File: src/shared/ccs_pkg.sv
package ccs_pkg;
   // ==================================================
   // widths and command codes
   localparam int DATA_W = 8;
   localparam int SETUP_W = 16;
   localparam int SLOT_W = 3;
   localparam int ID_W = 4;
   localparam int ROM_AW = 8;

   typedef enum logic [4:0] {
      CMD_CLS, CMD_ESE, CMD_ESE_Q, CMD_ESR_Q, CMD_IDN_Q, CMD_OPC, CMD_OPC_Q, CMD_OPT_Q,
      CMD_RCL, CMD_RST, CMD_SAV, CMD_SRE, CMD_SRE_Q, CMD_STB_Q, CMD_TRG, CMD_TST_Q, CMD_WAI
   } ccs_cmd_e;

   typedef struct packed {
      ccs_cmd_e op;
      logic [DATA_W-1:0] arg;
   } ccs_req_s;

   typedef enum logic [1:0] {
      RSP_BYTE, RSP_ID, RSP_OPT, RSP_TEST
   } ccs_rsp_kind_e;

   typedef struct packed {
      ccs_rsp_kind_e kind;
      logic [DATA_W-1:0] data;
   } ccs_rsp_s;

   // ==================================================
   // bit positions and constants
   localparam int ESR_OPC_BIT = 0;
   localparam int STB_ESB_BIT = 5;
   localparam int STB_EAV_BIT = 2;
   localparam logic [DATA_W-1:0] ASCII_ONE = 8'h31;
   localparam logic [DATA_W-1:0] TST_PASS = 8'h00;
   localparam logic [DATA_W-1:0] TST_FAIL = 8'h01;
   localparam logic [DATA_W-1:0] ZERO_BYTE = 8'h00;
   localparam logic [SETUP_W-1:0] SETUP_RST = 16'h0000;
   localparam logic [DATA_W-1:0] ROM_SUM_GOOD = 8'h00;
   localparam logic [ROM_AW-1:0] ROM_LAST = 8'hff;
   localparam logic [ROM_AW-1:0] ROM_FIRST = 8'h00;
endpackage

File: src/core/ccs_core.sv
`timescale 1ns/1ps
// What this block does
// RULE1: clear-status clears every event register and empties the error queue.
// RULE2: event-enable loads enable register; its query returns it unchanged.
// RULE3: event status query returns the event register then clears it.
// RULE4: operation-complete sets its event bit only after all pending commands finish.
// RULE5: operation-complete query answers ASCII 1 once pending operations are done.
// RULE6: identification query returns maker, model, serial and firmware revision.
// RULE7: option query reports fitted memory option and scanner card presence.
// RULE8: save stores present setup into the selected memory slot.
// RULE9: recall restores the setup stored in the selected memory slot.
// RULE10: reset returns settings to defaults; status and trace settings unaffected.
// RULE11: service-request-enable loads its register; its query returns it.
// RULE12: status byte query returns the current status byte.
// RULE13: trigger command raises the same bus trigger as group execute.
// RULE14: self-test sums the program ROM and reports pass or fail.
// RULE15: wait-to-continue stalls later commands until earlier ones complete.
// RULE16: status byte summary bit set when any enabled event bit is set.
module ccs_core #(
   parameter logic [ccs_pkg::ID_W-1:0] MAKER_ID = 4'h1, // arbitrary value
   parameter logic [ccs_pkg::ID_W-1:0] MODEL_ID = 4'h2, // arbitrary value
   parameter logic [ccs_pkg::ID_W-1:0] SERIAL_ID = 4'h3, // arbitrary value
   parameter logic [ccs_pkg::ID_W-1:0] FW_REV = 4'h4, // arbitrary value
   parameter int SLOTS = 8
) (
   input wire logic ref_clk_in,
   input wire logic srst_in,
   input wire logic req_valid_in,
   input wire ccs_pkg::ccs_req_s req_in,
   output logic req_ready_out,
   output logic rsp_valid_out,
   output ccs_pkg::ccs_rsp_s rsp_out,
   output logic [4*ccs_pkg::ID_W-1:0] idn_out,
   input wire logic pending_busy_in,
   input wire logic [ccs_pkg::DATA_W-1:0] event_set_in,
   input wire logic err_push_in,
   output logic err_clear_out,
   output logic err_avail_out,
   input wire logic [1:0] mem_opt_in,
   input wire logic scanner_in,
   output logic [ccs_pkg::ROM_AW-1:0] rom_addr_out,
   input wire logic [ccs_pkg::DATA_W-1:0] rom_data_in,
   input wire logic [ccs_pkg::SETUP_W-1:0] setup_in,
   output logic [ccs_pkg::SETUP_W-1:0] setup_out,
   output logic setup_load_out,
   output logic bus_trigger_out,
   output logic [ccs_pkg::DATA_W-1:0] stb_out
);
   import ccs_pkg::*;

   typedef enum logic [1:0] {ST_IDLE, ST_WAIT, ST_TEST} ccs_state_e;

   // ==================================================
   // state
   ccs_state_e state_q;
   ccs_cmd_e wait_op_q;
   logic [DATA_W-1:0] ese_q, esr_q, sre_q, rom_sum_q;
   logic [ROM_AW-1:0] rom_addr_q;
   logic [SETUP_W-1:0] slot_q [SLOTS];
   logic [SETUP_W-1:0] setup_q;
   logic err_cnt_nz_q;
   logic take, esr_read, opc_hit;
   logic [SLOT_W-1:0] slot_idx;

   assign req_ready_out = (state_q == ST_IDLE);
   assign take = req_valid_in && req_ready_out;
   assign slot_idx = req_in.arg[SLOT_W-1:0];
   assign esr_read = take && req_in.op == CMD_ESR_Q;
   assign opc_hit = state_q == ST_WAIT && !pending_busy_in && wait_op_q == CMD_OPC; // [RULE4]
   assign idn_out = {MAKER_ID, MODEL_ID, SERIAL_ID, FW_REV}; // [RULE6]
   assign rom_addr_out = rom_addr_q;
   assign setup_out = setup_q;
   assign err_avail_out = err_cnt_nz_q;

   // ==================================================
   // sequencing: opc/wai wait on pending work, tst walks rom
   always_ff @(posedge ref_clk_in) begin
      if (srst_in) begin
         state_q <= ST_IDLE;
         wait_op_q <= CMD_WAI;
      end else begin
         case (state_q)
            ST_IDLE: begin
               if (take && (req_in.op == CMD_OPC || req_in.op == CMD_OPC_Q || req_in.op == CMD_WAI)) begin
                  state_q <= ST_WAIT; // [RULE15]
                  wait_op_q <= req_in.op;
               end else if (take && req_in.op == CMD_TST_Q) begin
                  state_q <= ST_TEST;
               end
            end
            ST_WAIT: begin
               if (!pending_busy_in) begin
                  state_q <= ST_IDLE; // [RULE15]
               end
            end
            ST_TEST: begin
               if (rom_addr_q == ROM_LAST) begin
                  state_q <= ST_IDLE;
               end
            end
            default: state_q <= ST_IDLE;
         endcase
      end
   end

   // ==================================================
   // rom checksum
   always_ff @(posedge ref_clk_in) begin
      if (srst_in) begin
         rom_addr_q <= ROM_FIRST;
         rom_sum_q <= ZERO_BYTE;
      end else if (take && req_in.op == CMD_TST_Q) begin
         rom_addr_q <= ROM_FIRST;
         rom_sum_q <= ZERO_BYTE;
      end else if (state_q == ST_TEST) begin
         rom_sum_q <= rom_sum_q + rom_data_in; // [RULE14]
         rom_addr_q <= rom_addr_q + 8'h01;
      end
   end

   // ==================================================
   // event and enable registers
   always_ff @(posedge ref_clk_in) begin
      if (srst_in) begin
         esr_q <= ZERO_BYTE;
         ese_q <= ZERO_BYTE;
         sre_q <= ZERO_BYTE;
      end else begin
         // new events win over any clear in the same cycle
         if (take && req_in.op == CMD_CLS) begin
            esr_q <= event_set_in; // [RULE1]
         end else if (esr_read) begin
            esr_q <= event_set_in; // [RULE3]
         end else begin
            esr_q <= esr_q | event_set_in;
         end
         if (opc_hit) begin
            esr_q[ESR_OPC_BIT] <= 1'b1; // [RULE4]
         end
         if (take && req_in.op == CMD_ESE) begin
            ese_q <= req_in.arg; // [RULE2]
         end
         if (take && req_in.op == CMD_SRE) begin
            sre_q <= req_in.arg; // [RULE11]
         end
      end
   end

   // ==================================================
   // error queue presence; the queue itself lives outside
   always_ff @(posedge ref_clk_in) begin
      if (srst_in) begin
         err_cnt_nz_q <= 1'b0;
         err_clear_out <= 1'b0;
      end else begin
         err_clear_out <= take && req_in.op == CMD_CLS; // [RULE1]
         if (err_push_in) begin
            err_cnt_nz_q <= 1'b1;
         end else if (take && req_in.op == CMD_CLS) begin
            err_cnt_nz_q <= 1'b0; // [RULE1]
         end
      end
   end

   // ==================================================
   // status byte
   always_ff @(posedge ref_clk_in) begin
      if (srst_in) begin
         stb_out <= ZERO_BYTE;
      end else begin
         stb_out <= ZERO_BYTE;
         stb_out[STB_ESB_BIT] <= |(esr_q & ese_q); // [RULE16]
         stb_out[STB_EAV_BIT] <= err_cnt_nz_q;
      end
   end

   // ==================================================
   // setup save / recall / reset; status and trace live elsewhere, untouched
   always_ff @(posedge ref_clk_in) begin
      if (srst_in) begin
         setup_q <= SETUP_RST;
         setup_load_out <= 1'b0;
         for (int i = 0; i < SLOTS; i++) begin
            slot_q[i] <= SETUP_RST;
         end
      end else begin
         setup_load_out <= 1'b0;
         setup_q <= setup_in;
         if (take && req_in.op == CMD_SAV) begin
            slot_q[slot_idx] <= setup_in; // [RULE8]
         end
         if (take && req_in.op == CMD_RCL) begin
            setup_q <= slot_q[slot_idx]; // [RULE9]
            setup_load_out <= 1'b1;
         end else if (take && req_in.op == CMD_RST) begin
            setup_q <= SETUP_RST; // [RULE10]
            setup_load_out <= 1'b1;
         end
      end
   end

   // ==================================================
   // responses and trigger
   always_ff @(posedge ref_clk_in) begin
      if (srst_in) begin
         rsp_valid_out <= 1'b0;
         rsp_out <= '0;
         bus_trigger_out <= 1'b0;
      end else begin
         rsp_valid_out <= 1'b0;
         bus_trigger_out <= take && req_in.op == CMD_TRG; // [RULE13]
         if (take) begin
            case (req_in.op)
               CMD_ESE_Q: begin
                  rsp_valid_out <= 1'b1;
                  rsp_out <= '{RSP_BYTE, ese_q}; // [RULE2]
               end
               CMD_ESR_Q: begin
                  rsp_valid_out <= 1'b1;
                  rsp_out <= '{RSP_BYTE, esr_q}; // [RULE3]
               end
               CMD_SRE_Q: begin
                  rsp_valid_out <= 1'b1;
                  rsp_out <= '{RSP_BYTE, sre_q}; // [RULE11]
               end
               CMD_STB_Q: begin
                  rsp_valid_out <= 1'b1;
                  rsp_out <= '{RSP_BYTE, stb_out}; // [RULE12]
               end
               CMD_IDN_Q: begin
                  rsp_valid_out <= 1'b1;
                  rsp_out <= '{RSP_ID, ZERO_BYTE}; // [RULE6]
               end
               CMD_OPT_Q: begin
                  rsp_valid_out <= 1'b1;
                  rsp_out <= '{RSP_OPT, {5'h00, scanner_in, mem_opt_in}}; // [RULE7]
               end
               default: begin
               end
            endcase
         end else if (state_q == ST_WAIT && !pending_busy_in && wait_op_q == CMD_OPC_Q) begin
            rsp_valid_out <= 1'b1;
            rsp_out <= '{RSP_BYTE, ASCII_ONE}; // [RULE5]
         end else if (state_q == ST_TEST && rom_addr_q == ROM_LAST) begin
            rsp_valid_out <= 1'b1;
            rsp_out <= '{RSP_TEST, (rom_sum_q + rom_data_in == ROM_SUM_GOOD) ? TST_PASS : TST_FAIL}; // [RULE14]
         end
      end
   end
endmodule // ccs_core

File: config.mk
export PLATFORM = sky130hd
export DESIGN_NAME = ccs_core
export DESIGN_NICKNAME = d
export VERILOG_FILES = /design/src/shared/ccs_pkg.sv /design/src/core/ccs_core.sv
export SDC_FILE = /design/constraint.sdc
export NUM_CORES = 1
export LEC_CHECK = 0
export BUFFER_PORTS_ARGS = -buffer_cell sky130_fd_sc_hd__buf_2
export CAP_MARGIN = 20
export CORE_ASPECT_RATIO = 0.6
export CORE_MARGIN = 8
export CORE_UTILIZATION = 55
export CTS_CLUSTER_DIAMETER = 100
export DETAILED_ROUTE_END_ITERATION = 8
export MAX_ROUTING_LAYER = met4
export PLACE_DENSITY = 0.76
export SETUP_SLACK_MARGIN = 0.4
export SLEW_MARGIN = 20
export SYNTH_ARGS = -nofsm -noshare
export SYNTH_HDL_FRONTEND = slang
export SYNTH_SLANG_ARGS = --single-unit
File: constraint.sdc
create_clock -name ref_clk_in -period 3.3 [get_ports ref_clk_in]
set_input_delay 0.33 -clock ref_clk_in [delete_from_list [all_inputs] [get_ports ref_clk_in]]
set_output_delay 0.33 -clock ref_clk_in [all_outputs]
set_load 0.005 [all_outputs]
### Yosys cells after proc, flatten, opt, wreduce, memory -nomap -nowiden

Memory sizes are Yosys's and may differ from the RTL's.
Index checks and enable logic that the tools add are counted.

| cells by class | value |
|---|---|
| $add $sub $neg | 2 |
| multiply operators | 0 |
| div/mod/pow operators | 0 |
| magnitude comparators | 0 |
| equality and inequality tests | 25 |
| shift-type cells | 0 |
| mux-type cells | 31 |
| bitwise operators | 2 |
| reduce and logical (&&, ||, !) cells | 30 |

Operator list:

| operator | count |
|---|---|
| one-hot mux 10 bit (6 select lines) | 1 |
| two-way mux 16 bit | 3 |
| == test 5 x 4 -> 1 bit, second input constant | 8 |
| == test 5 x 3 -> 1 bit, second input constant | 6 |
| two-way mux 10 bit | 3 |
| two-way mux 1 bit | 16 |
| two-way mux 8 bit | 2 |
| OR reduction 16 bit | 1 |
| logical AND 1 bit | 15 |
| == test 5 x 2 -> 1 bit, second input constant | 2 |
| adder 8 x 1 -> 8 bit, second input constant | 1 |
| adder 8 bit | 1 |
| AND 8 bit | 1 |
| == test 8 bit, second input constant | 1 |
| zero test 8 bit | 1 |
| two-way mux 2 bit | 4 |
| OR 8 bit | 1 |
| OR reduction 8 bit | 1 |
| inequality test 7 x 1 -> 1 bit, second input constant | 1 |
| one-hot mux 2 bit (3 select lines) | 1 |
| OR reduction 6 bit | 1 |
| == test 5 x 1 -> 1 bit, second input constant | 1 |
| == test 5 bit, second input constant | 1 |
| zero test 5 bit | 1 |
| other kinds (14) | 16 |

| word-level totals | value |
|---|---|
| bits in registers | 86 |
| bits in latches | 0 |
| bits in writable memories | 128 |
| memory bits (read-only) | 0 |
| bits of input ports | 53 |
| output and inout bits | 64 |
| word-level logic and storage cells | 108 |
| memories | 1 |

Memory list:

| memory | depth | bits a word | rd ports | clocked after memory_dff | wr ports | line | RTL |
|---|---|---|---|---|---|---|---|
| slot_q | 8 | 16 | 1 | 0 | 8 | ccs_core.sv:59 | `logic [SETUP_W-1:0] slot_q [SLOTS];` |

### Longest topological paths before layout

Gate-level depths: netlist of run 1.

| depth | value |
|---|---|
| depth after elaboration | 8 |
| gate-level depth with buffers | 9 |

### Least setup slack after synthesis of run 1

OpenSTA, ideal clock, no wires.

| timing | value |
|---|---|
| kind | input-to-reg |
| start point | input rom_data_in[0] (netlist bit) |
| end point | register rsp_out[0] (netlist bit) |
| library setup time | 0.132 ns |
| data arrival time | 2.250 ns |
| slack | 0.918 ns |
| stages on the path | 8 |
| path buffers | 0 |
| cells stage by stage | ha_1 > fa_1 > a211oi_1 > nor2_1 > xor2_1 > or4_1 > o311ai_1 > a21oi_1 |

| on the way | value |
|---|---|
| longest elaborated chain between the ends | 6 |

Ends and longest elaborated chain:

| what | line | RTL |
|---|---|---|
| from (decl) | ccs_core.sv:42 | `input wire logic [ccs_pkg::DATA_W-1:0] rom_data_in,` |
| adder 8 bit | ccs_core.sv:246 | `rsp_out <= '{RSP_TEST, (rom_sum_q + rom_data_in == ROM_SUM_GOOD) ? TST_PASS : TST_FAIL};` |
| zero test 8 bit | ccs_core.sv:246 |  |
| two-way mux 1 bit | ccs_core.sv:246 |  |
| two-way mux 10 bit | ccs_core.sv:244 | `end else if (state_q == ST_TEST && rom_addr_q == ROM_LAST) begin` |
| two-way mux 10 bit | ccs_core.sv:241 | `end else if (state_q == ST_WAIT && !pending_busy_in && wait_op_q == CMD_OPC_Q) begin` |
| two-way mux 10 bit | ccs_core.sv:212 | `if (take) begin` |
| to (signal assigned) | ccs_core.sv:216 | `rsp_out <= '{RSP_BYTE, ese_q};` |
| to (signal assigned) | ccs_core.sv:243 | `rsp_out <= '{RSP_BYTE, ASCII_ONE};` |
| to (signal assigned) | ccs_core.sv:246 |  |
| to (decl) | ccs_core.sv:32 | `output ccs_pkg::ccs_rsp_s rsp_out,` |

Every way passes these cells. The select of a mux whose other input is x is not followed.
A chain may end at the register's enable or synchronous reset.

### Worst setup path after layout of run 1

| timing | value |
|---|---|
| start point | register rom_sum_q[1] |
| end point | register rsp_out[0] (netlist bit) |

| on the way | value |
|---|---|
| longest elaborated chain between the ends | 6 |

Ends and longest elaborated chain:

| what | line | RTL |
|---|---|---|
| from (decl) | ccs_core.sv:57 | `logic [DATA_W-1:0] ese_q, esr_q, sre_q, rom_sum_q;` |
| from (signal assigned) | ccs_core.sv:116 | `rom_sum_q <= rom_sum_q + rom_data_in;` |
| adder 8 bit | ccs_core.sv:246 |  |
| zero test 8 bit | ccs_core.sv:246 |  |
| two-way mux 1 bit | ccs_core.sv:246 |  |
| two-way mux 10 bit | ccs_core.sv:244 |  |
| two-way mux 10 bit | ccs_core.sv:241 |  |
| two-way mux 10 bit | ccs_core.sv:212 |  |

Every way passes these cells. The select of a mux whose other input is x is not followed.

==> flow_summary.ini, run 1 <==
[yosys]
synth-compound-area-share_pct = 6.14
synth_top_family_by_area = simple AND/OR/NAND/NOR gates
synthAdderAreaFrac_pct = 1.28
async_flop_share_pct = 0
synth_edf_count = 128
netlist_area_mm2 = 0.00942
synth_xor_area_share_pct = 1.21
ys_types = 61
synthesis.instances = 780
synth_warnings = 0
syn_avg_cell_area_um2 = 12.1
yosys.area_share.simple_pct = 18.4
synthMuxAreaShare_pct = 11.4
ys_seq_area_share_pct = 57.8
synth-main-ff-cell = edfxtp_1
ys_ff_latch = 208

[finish]
drive_gt1_share_pct = 20.9
final_area_mm2 = 0.0107
stdcell_count = 1116
final.fill_count = 1333
syn_to_final_growth_pct = 13.9
fin_nets = 929

[setup_path]
path_buf_inv = 0
crit_path_end_kind = flip-flop
slowest_stage = or4_1
critical_path_class = reg -> reg
path_max_fanout = 4
start_kind = flip-flop
crit_chain = ha_1 > a211oi_1 > nor3_1 > o31a_1 > or4_1 > o311ai_1 > a21oi_1
worstPathRequired_ns = 3.64
crit_family = compound AO/OA/AOI/OAI gates
critPathMaxStageDelay_ns = 0.51
crit_arrival_ns = 2.95

[clock_tree]
cts.clk_slew.worst_paths_ns = 0.07
postCtsHoldBufs = 0
cts_resized = 0
tritoncts = done
cts_sinks = 208
cts_root_buf = clkbuf_16
cts.path.max_buffers = 3
clock_latency_ns = 0.49
cts_setup_buffers = 0
cts-buffers-inserted = 21
cts-htree-levels = 1

[timing]
min_period_ns = 2.61
finalSetupViolCount = 0
rsz0062_at_grt = false
max_freq_ghz = 0.383
hold_viol = 0
finClkSkew_ns = 0.0132
min_period_over_period_pct = 79.0
final_max_slew_viol_count = 0
slew_headroom_pct = 34.2
tns_ns = 0
worst_pin_slew_ns = 0.986

[route]
via_count = 6225
antenna_left = 0
drt_iter0_markers = 708
wl_um = 22100
drc = 0
vias_per_cell = 5.58
wl_per_cell_um = 19.8
drt_pass1_iterations = 8

[floorplan]
die_w_um = 185
start_util_pct = 55.6
fp.dieH_um = 117
core_mm2 = 0.0169
dieArea_mm2 = 0.0217
io_pins = 117
rows = 37

[power]
power.static_leakage_nw = 4.25
vdd_ir_drop_max_mv = 0.302
power_density_mw_per_mm2 = 520

[global_route]
grt_pass1_vias = 6136
grt_util_all_layers_pct = 20.9
grt_max_degree = 73
overflow = 0
antenna_found_initial = 1
grt_pass1_wl_um = 34800

[place]
hpwl_um = 14300
gp_congestion = 0.912
placed_area_mm2 = 0.0100
io_buffers = 94
placed_cells = 1078

[worst_hold_path]
hold_class = in -> reg

[job]
max-cap-violations = 0

[outcome]
outcome = completed
## cell type report
class	count	area, um2	area share [%]
Sequential cell	208	5450	50.8
Multi-Input combinational cell	525	3700	34.5
Clock buffer	27	601	5.60
Timing Repair Buffer	109	596	5.55
Tap cell	234	293	2.73
Clock inverter	10	85.1	0.793
Inverter	2	7.51	0.0700
Antenna cell	1	2.50	0.0233
## cell usage after synthesis (2+ instances only)
cell | number | area, um2
o21bai_1 | 3 | 22.5
or4_1 | 2 | 15.0
buf_2 | 6 | 30.0
a222oi_1 | 5 | 50.1
nor4_1 | 2 | 12.5
a211oi_1 | 3 | 22.5
and2_1 | 132 | 826
a31oi_1 | 2 | 12.5
nor2b_1 | 5 | 31.3
nor2_1 | 95 | 357
nor3_1 | 6 | 30.0
dfxtp_1 | 80 | 1600
nand2b_1 | 10 | 62.6
edfxtp_1 | 128 | 3840
a22oi_1 | 6 | 45.0
a221oi_1 | 2 | 17.5
buf_4 | 22 | 165
a211o_1 | 3 | 26.3
ha_1 | 8 | 100
nor3b_1 | 5 | 37.5
conb_1 | 2 | 7.51
nand3_1 | 5 | 25.0
xor2_1 | 8 | 70.1
xnor2_1 | 5 | 43.8
nand3b_1 | 2 | 15.0
and4_1 | 2 | 17.5
inv_1 | 2 | 7.51
or3_1 | 3 | 18.8
a21o_1 | 2 | 15.0
nand4_1 | 2 | 12.5
clkbuf_1 | 36 | 135
o21ba_2 | 2 | 20.0
and3_1 | 2 | 12.5
o31a_1 | 2 | 17.5
a21oi_1 | 44 | 220
or2_2 | 8 | 50.1
o21ai_0 | 4 | 20.0
nand2_1 | 36 | 135
mux2i_1 | 35 | 350
mux4_2 | 32 | 721
## cells in the final DEF (no fill, tap or decap), drive strengths merged, types with 3 or more instances in the layout
cell / instances
and2: 133
edfxtp: 128
buf: 109
nor2: 95
dfxtp: 80
a21oi: 44
nand2: 36
mux2i: 35
mux4: 32
clkbuf: 27
conb: 22
nand2b: 10
or2: 8
xor2: 8
ha: 8
clkinv: 7
nor3: 6
a22oi: 6
nor3b: 5
nand3: 5
nor2b: 5
a222oi: 5
xnor2: 5
o21ai: 5
o21bai: 3
or3: 3
a211o: 3
a211oi: 3
inv: 3
## routing by layer
layer	wire [um]	vias to the layer above	GRT usage, %
met5	0	-	-
met4	332	0	3.54
met3	1730	34	4.22
met2	9400	225	29.1
met1	10600	3040	31.4
li1	-	2926	-
## kinds of logic after synthesis
logic type | after synthesis
muxes | 67
other | 2
adders and majority gates | 9
DFF | 208
buffers and inverters | 67
AOI/OAI and AO/OA | 89
and+or+nand+nor | 325
xor gates and xnor gates | 13
## power breakdown
| part | internal, W | switching (W) | total [W] |
|---|---|---|---|
| combinational | 0.000145 | 0.000216 | 0.000361 |
| clock | 0.00137 | 0.000983 | 0.00236 |
| sequential | 0.00283 | 0.0000305 | 0.00286 |
| total | 0.00435 | 0.00123 | 0.00558 |
## flip-flops by register name (all words and copies together), names as in the netlist, 5 cells and up
signal and flops:
rom_addr_out 8, sre_q 8, slot_q 128, ese_q 8, wait_op_q 5, esr_q 8, rom_sum_q 8, setup_out 16
rsp_out 10
## stage by stage
| step | utilization (%) | setup slack (ns) | hold WS [ns] | power, W |
|---|---|---|---|---|
| final | 63.3 | 0.691 | 0.0424 | 0.00558 |
| after detailed placement | 59.2 | 0.587 | 0.448 | 0.00328 |
| after floorplan | - | 0.918 | 0.440 | 0.00315 |
| after CTS | 63.3 | 0.698 | 0.0297 | 0.00561 |
| after global routing | 63.3 | 0.519 | 0.0354 | 0.00577 |
| after global placement | 59.2 | 0.691 | 0.441 | 0.00327 |
## worst paths after layout
check | start | cells after the start | endpoint | slack, ns
setup / recovery | rom_sum_q[1] | 7 | rsp_out[0] | 0.69
hold / removal | event_set_in[3] | 3 | esr_q[3] | 0.04
setup reg to reg | rom_sum_q[1] | 7 | rsp_out[0] | 0.69
hold reg to reg | rsp_out[7] | 2 | rsp_out[7] | 0.46
## worst min-delay path, stage by stage
cell and delay (ns):
buf_2 0.08, a21oi_1 0.03, nor2_1 0.07
(Power assumes the default switching activity.)
==> run 2, diff against run 1 <==
--- a/config.mk
+++ b/config.mk
@@ -9,7 +9,7 @@
 export CAP_MARGIN = 20
 export CORE_ASPECT_RATIO = 0.6
 export CORE_MARGIN = 8
-export CORE_UTILIZATION = 55
+export CORE_UTILIZATION = 52
 export CTS_CLUSTER_DIAMETER = 100
 export DETAILED_ROUTE_END_ITERATION = 8
 export MAX_ROUTING_LAYER = met4
==> constraint.sdc (replaced) <==
create_clock -name ref_clk_in -period 2.15 [get_ports ref_clk_in]
set_input_delay 0.215 -clock ref_clk_in [delete_from_list [all_inputs] [get_ports ref_clk_in]]
set_output_delay 0.215 -clock ref_clk_in [all_outputs]
set_load 0.005 [all_outputs]
==> flow_summary.ini, run 2 (same netlist as run 1, synthesis figures left out) <==
[outcome]
outcome = finished with violations
failed_checks = setup timing

[job]
max-cap-violations = 0

[clock_tree]
cts.path.max_buffers = 3
cts-buffers-inserted = 20
tritoncts = done
cts.clk_slew.worst_paths_ns = 0.07
cts_root_buf = clkbuf_16
cts_sinks = 208
clock_latency_ns = 0.50
cts-htree-levels = 1

[power]
pwr-share-seq_pct = 50.3
total_power_w = 0.00874
p_clk_share_pct = 40.3
cell_internal_pwr_w = 0.00669
pwr-share-comb_pct = 9.4
swShare_pct = 23.5
switchingPower_w = 0.00205
vdd_ir_drop_max_mv = 0.460
power.static_leakage_nw = 4.95
power_density_mw_per_mm2 = 700

[route]
drt_iter0_markers = 949
drc = 0
antenna_left = 0
drt_pass1_iterations = 9
wl_per_cell_um = 23.7
via_count = 7158
vias_per_cell = 5.93
wl_um = 28700

[finish]
drive_gt1_share_pct = 37.8
final_cell_mix = 128 x edfxtp_1, 103 x and2_1, 94 x buf_2
fin_nets = 1013
regMostFlops = slot_q
stdcell_count = 1208
final_area_mm2 = 0.0125
syn_to_final_growth_pct = 32.6
largest_reg_flops = 128
final.fill_count = 1144
mostFrequentLayoutCell = edfxtp_1

[timing]
final_max_slew_viol_count = 0
min_period_over_period_pct = 111
finalSetupViolCount = 1
hold_slack_ns = 0.00434
tns_ns = -0.232
max_freq_ghz = 0.420
slew_headroom_pct = 47.2
worst_pin_slew_ns = 0.793
setup_ws_ns = -0.232
rsz0062_at_grt = true
finClkSkew_ns = 0.0113
min_period_ns = 2.38
hold_viol = 0

[setup_path]
path_max_fanout = 2
worstPathRequired_ns = 2.50
start_kind = flip-flop
crit_chain = ha_4 > fa_2 > a211oi_2 > nor2_1 > xor2_1 > or4_4 > o311ai_2 > a21oi_1
slowest_stage = or4_4
critPathMaxStageDelay_ns = 0.49
crit_path_end_kind = flip-flop
crit_arrival_ns = 2.73
critical_path_class = reg -> reg

[global_route]
overflow = 0
antenna_found_initial = 3
grt_pass1_wl_um = 39000
grt_max_degree = 73
grt_pass1_vias = 6701
grt_util_all_layers_pct = 22.6

[floorplan]
io_pins = 117
rows = 38
start_util_pct = 52.5
fp.dieH_um = 120
die_w_um = 190
core_mm2 = 0.0179
dieArea_mm2 = 0.0228

[place]
placed_cells = 1109
gp_congestion = 0.894
io_buffers = 94
placed_area_mm2 = 0.0104
hpwl_um = 15100

[worst_hold_path]
hold_class = in -> reg
run 2: final cells by class:
class                      instances  area (um2)  share of cell area [%]
inverter                           2        7.51                  0.0601
antenna                            3        7.51                  0.0601
tap                              240         300                    2.41
clock buffer                      25         561                    4.49
timing repair buffer             193        1780                    14.3
sequential                       208        5460                    43.7
multi-input combinational        526        4290                    34.4
clock inverter                    11        78.8                   0.631
run 2: stage by stage:
step | util, % | worst slack [ns]
5_1_grt | 69.6 | -0.316
4_1_cts | 65.8 | -0.241
3_5_place_dp | 57.8 | -0.288
2_1_floorplan | - | -0.0169
6_report | 69.6 | -0.232
3_3_place_gp | 57.8 | -0.220
run 2: power by group through the flow:
stage	Combinational (W)	Sequential [W]	Clock, W
global route	0.000869	0.00440	0.00369
CTS	0.000720	0.00439	0.00351
floorplan	0.000388	0.00446	0
global placement	0.000590	0.00447	0
finish	0.000825	0.00439	0.00352
detailed placement	0.000600	0.00447	0
run 2: worst paths after layout:
path                 from          to  slack [ns]  depth (start not counted)
min reg2reg    rsp_out[6]  rsp_out[6]        0.45                          2
max reg2reg  rom_sum_q[0]  rsp_out[0]       -0.23                          8
max          rom_sum_q[0]  rsp_out[0]       -0.23                          8
min             req_in[5]    ese_q[5]       0.004                          3
run 2: routing by layer:
metal,global-route usage [%],vias up,routed length (um)
met5,-,-,0
met4,5.11,0,870
met3,5.18,84,2940
met2,34.3,460,13400
met1,30.9,3505,11400
li1,-,3109,-
run 2: critical path, delay by kind of cell (launching register included):
family                   cells  cell delay (ns)
AO/OA/AOI/OAI                3             0.63
AND/OR/NAND/NOR              2             0.59
adder cells (fa/ha/maj)      2             0.51
flip-flops                   1             0.34
XOR/XNOR                     1             0.17
run 2: repair_timing:
item | 4_1_cts | 5_1_grt
pin swaps | 16 | 30
setup endpoints to repair | 239 | 311
setup buffers | 25 | 16
hold endpoints to repair | 14 | 0
resized for setup | 71 | 112
gates cloned | 5 | 3
hold buffers | 11 | 0
